`src/hdl/dle_pkg.sv`:
```
// dle_pkg: offsets, field positions and reset values of the link-two irq block
// assumes: byte-wide register port, one clock, synchronous reset
package dle_pkg;
  localparam int          DLE_ADDR_W      = 8;
  localparam int          DLE_DATA_W      = 8;
  // ***************************************************************
  // register offsets
  // ***************************************************************
  localparam logic [7:0]  DLE_OFS_STATUS  = 8'h16;
  localparam logic [7:0]  DLE_OFS_ENABLE  = 8'h17;
  localparam logic [7:0]  DLE_OFS_RXFILL  = 8'h20;
  // ***************************************************************
  // field positions
  // ***************************************************************
  localparam int          DLE_BIT_TXBEGIN = 6;
  localparam int          DLE_BIT_RXBEGIN = 5;
  localparam int          DLE_BIT_TXFIN   = 4;
  localparam int          DLE_BIT_RXFIN   = 3;
  localparam int          DLE_BIT_FCS     = 2;
  localparam int          DLE_BIT_ABORT   = 1;
  localparam int          DLE_BIT_IDLE    = 0;
  localparam int          DLE_NUM_EVT     = 7;
  // ***************************************************************
  // reset values and masks
  // ***************************************************************
  localparam logic [7:0]  DLE_RST_ENABLE  = 8'h00;
  localparam logic [7:0]  DLE_RST_STATUS  = 8'h00;
  localparam logic [7:0]  DLE_ENABLE_MASK = 8'h7F;
  localparam logic [7:0]  DLE_RST_RDATA   = 8'h00;
endpackage

```
`src/hdl/dle_evt_if.sv`:
```
// dle_evt_if: event flags carried from the top module to the flag keeper
// assumes: one clock domain shared by both ends
`timescale 1ns/1ns
interface dle_evt_if;
  logic [6:0] evt;
  logic       clr;
  logic [6:0] flags;
  modport top  (output evt, output clr, input  flags);
  modport keep (input  evt, input  clr, output flags);
endinterface

```
`src/hdl/dle_flags.sv`:
```
// dle_flags: sticky event flags, cleared as a group on a status read
// assumes: clear pulse is one cycle, events are one-cycle pulses
`timescale 1ns/1ns
module dle_flags
  import dle_pkg::*;
(
  // clock and reset
  input  wire logic i_core_clk,
  input  wire logic i_rstn,
  // event side
  dle_evt_if.keep   evt_bus
);
  // ***************************************************************
  // sticky flags, set wins over clear
  // ***************************************************************
  genvar g;
  generate
    for (g = 0; g < DLE_NUM_EVT; g++) begin : g_flag
      always_ff @(posedge i_core_clk) begin
        if (!i_rstn) begin
          evt_bus.flags[g] <= DLE_RST_STATUS[g];
        end else if (evt_bus.evt[g]) begin
          evt_bus.flags[g] <= 1'b1;
        end else if (evt_bus.clr) begin
          evt_bus.flags[g] <= 1'b0;
        end
      end
    end
  endgenerate
endmodule

```
`src/hdl/dle_irq_top.sv`:
```
// dle_irq_top: interrupt enable and status for the second data link controller
// assumes: plain register port, one-cycle strobes, read data one cycle later
//
// Behaviour
// - tx begin irq only when its enable set
// - rx begin irq only when its enable set
// - tx finish irq only when its enable set
// - rx finish irq only when its enable set
// - enable bits: 1 enables, bits 6..0 read back written, bit 7 reads 0
// - status flags latch, clear on status read
// - rx buffer full also declares rx finish
`timescale 1ns/1ns
module dle_irq_top
  import dle_pkg::*;
(
  // clock and reset
  input  wire logic                        i_core_clk,
  input  wire logic                        i_rstn,
  // register port
  input  wire logic [dle_pkg::DLE_ADDR_W-1:0] i_addr,
  input  wire logic [dle_pkg::DLE_DATA_W-1:0] i_wdata,
  input  wire logic                        i_wr,
  input  wire logic                        i_rd,
  output logic      [dle_pkg::DLE_DATA_W-1:0] o_rdata,
  // controller events, one-cycle pulses; i_rx_buf_full is a level
  input  wire logic                        i_tx_begin_event,
  input  wire logic                        i_rx_begin_event,
  input  wire logic                        i_tx_finish_event,
  input  wire logic                        i_rx_finish_event,
  input  wire logic                        i_rx_buf_full,
  input  wire logic                        i_fcs_err_event,
  input  wire logic                        i_abort_event,
  input  wire logic                        i_idle_event,
  // interrupt
  output logic                             o_irq
);
  import dle_pkg::*;

  dle_evt_if evt_bus ();

  logic [7:0] data_link_two_irq_enable;
  logic       rx_full_d;
  logic       rx_fill_evt;
  logic [7:0] status_word;
  logic [7:0] next_rdata;

  // ***************************************************************
  // buffer full edge, counted as end of reception
  // ***************************************************************
  always_ff @(posedge i_core_clk) begin
    if (!i_rstn) begin
      rx_full_d <= 1'b0;
    end else begin
      rx_full_d <= i_rx_buf_full;
    end
  end
  assign rx_fill_evt = i_rx_buf_full & ~rx_full_d;

  // ***************************************************************
  // event bundle to the flag keeper
  // ***************************************************************
  always_comb begin
    evt_bus.evt                  = '0;
    evt_bus.evt[DLE_BIT_TXBEGIN] = i_tx_begin_event;
    evt_bus.evt[DLE_BIT_RXBEGIN] = i_rx_begin_event;
    evt_bus.evt[DLE_BIT_TXFIN]   = i_tx_finish_event;
    evt_bus.evt[DLE_BIT_RXFIN]   = i_rx_finish_event | rx_fill_evt;
    evt_bus.evt[DLE_BIT_FCS]     = i_fcs_err_event;
    evt_bus.evt[DLE_BIT_ABORT]   = i_abort_event;
    evt_bus.evt[DLE_BIT_IDLE]    = i_idle_event;
  end
  assign evt_bus.clr = i_rd && (i_addr == DLE_OFS_STATUS);

  dle_flags u_flags (
    .i_core_clk (i_core_clk),
    .i_rstn     (i_rstn),
    .evt_bus    (evt_bus)
  );

  assign status_word = {1'b0, evt_bus.flags};

  // ***************************************************************
  // enable register
  // ***************************************************************
  always_ff @(posedge i_core_clk) begin
    if (!i_rstn) begin
      data_link_two_irq_enable <= DLE_RST_ENABLE;
    end else if (i_wr && i_addr == DLE_OFS_ENABLE) begin
      data_link_two_irq_enable <= i_wdata & DLE_ENABLE_MASK;
    end
  end

  // ***************************************************************
  // read data, one cycle after the strobe
  // ***************************************************************
  always_comb begin
    next_rdata = DLE_RST_RDATA;
    if (i_rd) begin
      unique case (i_addr)
        DLE_OFS_STATUS: next_rdata = status_word;
        DLE_OFS_ENABLE: next_rdata = data_link_two_irq_enable;
        DLE_OFS_RXFILL: next_rdata = {7'h00, i_rx_buf_full};
        default:        next_rdata = DLE_RST_RDATA;
      endcase
    end
  end

  always_ff @(posedge i_core_clk) begin
    if (!i_rstn) begin
      o_rdata <= DLE_RST_RDATA;
    end else begin
      o_rdata <= next_rdata;
    end
  end

  // ***************************************************************
  // interrupt output, registered
  // ***************************************************************
  always_ff @(posedge i_core_clk) begin
    if (!i_rstn) begin
      o_irq <= 1'b0;
    end else begin
      // bits 6..0 gate ..
      o_irq <= |(status_word & data_link_two_irq_enable);
    end
  end
endmodule

```
`config.mk`:
```
export PLATFORM = sky130hd
export DESIGN_NAME = dle_irq_top
export DESIGN_NICKNAME = d
export VERILOG_FILES = /design/src/hdl/dle_pkg.sv /design/src/hdl/dle_evt_if.sv /design/src/hdl/dle_flags.sv /design/src/hdl/dle_irq_top.sv
export SDC_FILE = /design/constraint.sdc
export NUM_CORES = 1
export LEC_CHECK = 0
export ABC_AREA = 1
export BUFFER_PORTS_ARGS = -buffer_cell sky130_fd_sc_hd__buf_2
export CORE_ASPECT_RATIO = 1.2
export CORE_UTILIZATION = 48
export CTS_CLUSTER_SIZE = 24
export DETAILED_ROUTE_END_ITERATION = 8
export PLACE_DENSITY_LB_ADDON = 0.15
export SKIP_CTS_REPAIR_TIMING = 1
export SYNTH_ARGS = -nofsm -noshare
export SYNTH_HDL_FRONTEND = slang
export SYNTH_SLANG_ARGS = --single-unit
```
`constraint.sdc`:
```
create_clock -name i_core_clk -period 0.9 [get_ports i_core_clk]
set_input_delay 0 -clock i_core_clk [delete_from_list [all_inputs] [get_ports i_core_clk]]
set_output_delay 0 -clock i_core_clk [all_outputs]
set_load 0.02 [all_outputs]
```
==> results by group <==
Setup path
  – Slowest cell on crit path: dfxtp_1
  – Worst-path fanout max: 1
  – Crit path launch type: register
  – R2r startpoint: data_link_two_irq_enable[6]
  – Crit path kind: register to primary output
  – WP data required: 0.90 ns
  – CP top delay family: flip-flops
  – Max incr delay on CP: 0.33 ns
  – Worst R2R End: o_irq
  – Worst EP arrival: 0.79 ns
  – Critical Path, Cell by Cell: buf_2
  – R2r worst-path depth: 4
  – CP Capture Type: primary output
  – CP bufs+invs: 1
  – R2R setup slack: 0.12 ns

Clock network
  – Longest Clk Path Bufs: 2
  – TritonCTS Buffers: 3
  – Clock transition at the registers of the reported paths: 0.12 ns
  – Clock Latency Late Sink: approximately 0.31 ns
  – Clock root buffer master: clkbuf_4
  – Max H-tree Level: 1
  – CTS tree: built
  – Clock sinks: 23

Synth
  – Most used flip-flop cell after synthesis: dfxtp_1
  – Synth Cell Area: around 1000 um^2
  – Most instantiated cells after synthesis: nand2_1 (40), dfxtp_1 (23), inv_1 (20), a21oi_1 (19), nand3_1 (18)
  – Mapped Nets: 176
  – Distinct cells, synth: 15
  – Mapped Avg Cell Area: 7.03 um^2
  – Post-synth EDFFs: 0
  – Register area share after synthesis: between 40% and 50%
  – Yosys warns: 0
  – Synth top area share: 44.2%
  – Mapped Cells: 148
  – Top-count cell post-synth: nand2_1
  – Area leader, netlist: dfxtp_1
  – Asr flop ratio synth: 0%
  – Yosys reg bits: 23
  – Synth top area cells: dfxtp_1 (44%), nand2_1 (14%), a21oi_1 (9.1%)

STA
  – Unrepaired setup endpoints after global routing: false
  – Hold Fails Final Rpt: 1
  – Post-route clock period utilization: slightly below 90%
  – Highest Clock Rate: 1270 MHz
  – Fin crit period: 0.787 ns
  – TNS Setup: 0 ns
  – Fin. max-slew vios: 0
  – Max Clock Skew: 0.00794 ns
  – WHS: -0.0348 ns
  – Final setup viols: 0

Placement
  – Port buffer count: 34
  – Placed cell area: 1270 um^2
  – GP Congestion: 0.872
  – Hpwl dp: 1840 um

Die
  – Num ports: 37
  – Site Rows: 18
  – Die height: ~53 um
  – Starting Density: 50.8%
  – Core area: 2050 um^2
  – Die X-Extent: 44.5 um
  – Die Area: 2360 um^2

Status
  – Failing checks: hold timing
  – Status: finished, violations left

Routing
  – DRC violations left: 0
  – TritonRoute pass-1 iters: 6
  – DR iter-0 viols: 22
  – Vias per cell: roughly 4.8
  – DRT Wirelength: 2550 um
  – Via count: 1110
  – Post-DRT Antenna Nets: 0
  – Wire per inst: 11.0 um

Job
  – Max Cap Viol: 0

Power and ir drop
  – Power per standard cell area: 1220 nW/um^2
  – P_leak: 0.711 nW
  – Peak VDD IR: 1180 uV
  – Total chip power: 0.00177 W

Min path
  – Hold EP: data_link_two_irq_enable[1]
  – Worst hold start: i_wdata[1]
  – Hold Crit Class: input pin to register
  – WHS Path Cells: 3

Cells and area
  – Final Instance Area: 1440 um^2
  – P&R area growth vs syn: 38.7%
  – ANT cells: 0
  – Layout cells sized above 1: about a quarter
  – Final net count: 232

Global routing
  – Pin count of the biggest net entering global routing: 16
  – Tot GR Track Use: 22.0%
  – First-pass GRT wire length: 3820 um
  – Initial antenna violation count: 0
  – Congestion Overflow GR: 0
  – Vias in the first global route: 958
## where the power goes
group	total, W	switching [W]	internal [W]
Combinational	0.000242	0.000113	0.000130
Sequential	0.00106	0.0000195	0.00104
Clock	0.000462	0.000296	0.000166
## sequential cells by signal (all words and copies together) (netlist names)
| register | cells |
|---|---|
| o_irq | 1 |
| o_rdata | 7 |
| rx_full_d | 1 |
| data_link_two_irq_enable | 7 |
| u_flags.evt_bus.flags | 7 |
## worst max-delay path by stage
stage / startpoint / to / slack [ns] / cells after the start
after floorplan: i_addr[3] / data_link_two_irq_enable[0] / 0.17 / 6
after global placement: i_addr[6] / data_link_two_irq_enable[5] / -0.03 / 7
after detailed placement: i_addr[6] / data_link_two_irq_enable[2] / -0.08 / 7
after CTS: o_rdata[5] / o_rdata[5] / 0.10 / 1
after global routing: u_flags.evt_bus.flags[3] / o_rdata[3] / 0.06 / 4
final: o_rdata[5] / o_rdata[5] / 0.11 / 1
## cell type report
class	count	area [um^2]
Inverter	23	86.3
Sequential cell	23	460
Multi-Input combinational cell	96	452
Clock inverter	1	5.00
Clock buffer	3	22.5
Tap cell	30	37.5
Fill cell	197	606
Timing Repair Buffer	57	380
## layout by cell type (no fill, tap or decap), drive strengths merged
cell | synthesis | routed
a21oi | 19 | 19
buf | 4 | 42
clkbuf | 2 | 3
clkinv | 0 | 1
conb | 1 | 1
dfxtp | 23 | 23
dlygate4sd3 | 0 | 15
inv | 23 | 23
nand2 | 42 | 42
nand3 | 18 | 18
nand4 | 7 | 7
nor2 | 9 | 9
## layer usage
metal	share of wire (%)	global-route usage (%)
met1	39	24.1
met5	0	0
met3	4.7	2.39
met4	1.9	8.59
met2	54	41.9
## cell families after synthesis
| family | synth area share [%] |
|---|---|
| other cells | 0.360 |
| simple gates | 33.9 |
| buf+inv | 12.4 |
| flops | 44.2 |
| compound gates | 9.13 |
## metrics by stage
step / util [%] / instances / hold slack [ns] / worst slack (ns)
after floorplan: - / 148 / 0.0935 / 0.172
after global placement: 61.8 / 214 / 0.219 / -0.0295
after detailed placement: 61.8 / 214 / 0.230 / -0.0790
after CTS: 63.1 / 218 / -0.0938 / 0.104
after global routing: 70.5 / 233 / 0.0164 / 0.0561
final: 70.5 / 233 / -0.0348 / 0.113
Note: power is estimated with default switching activity, not from simulation.
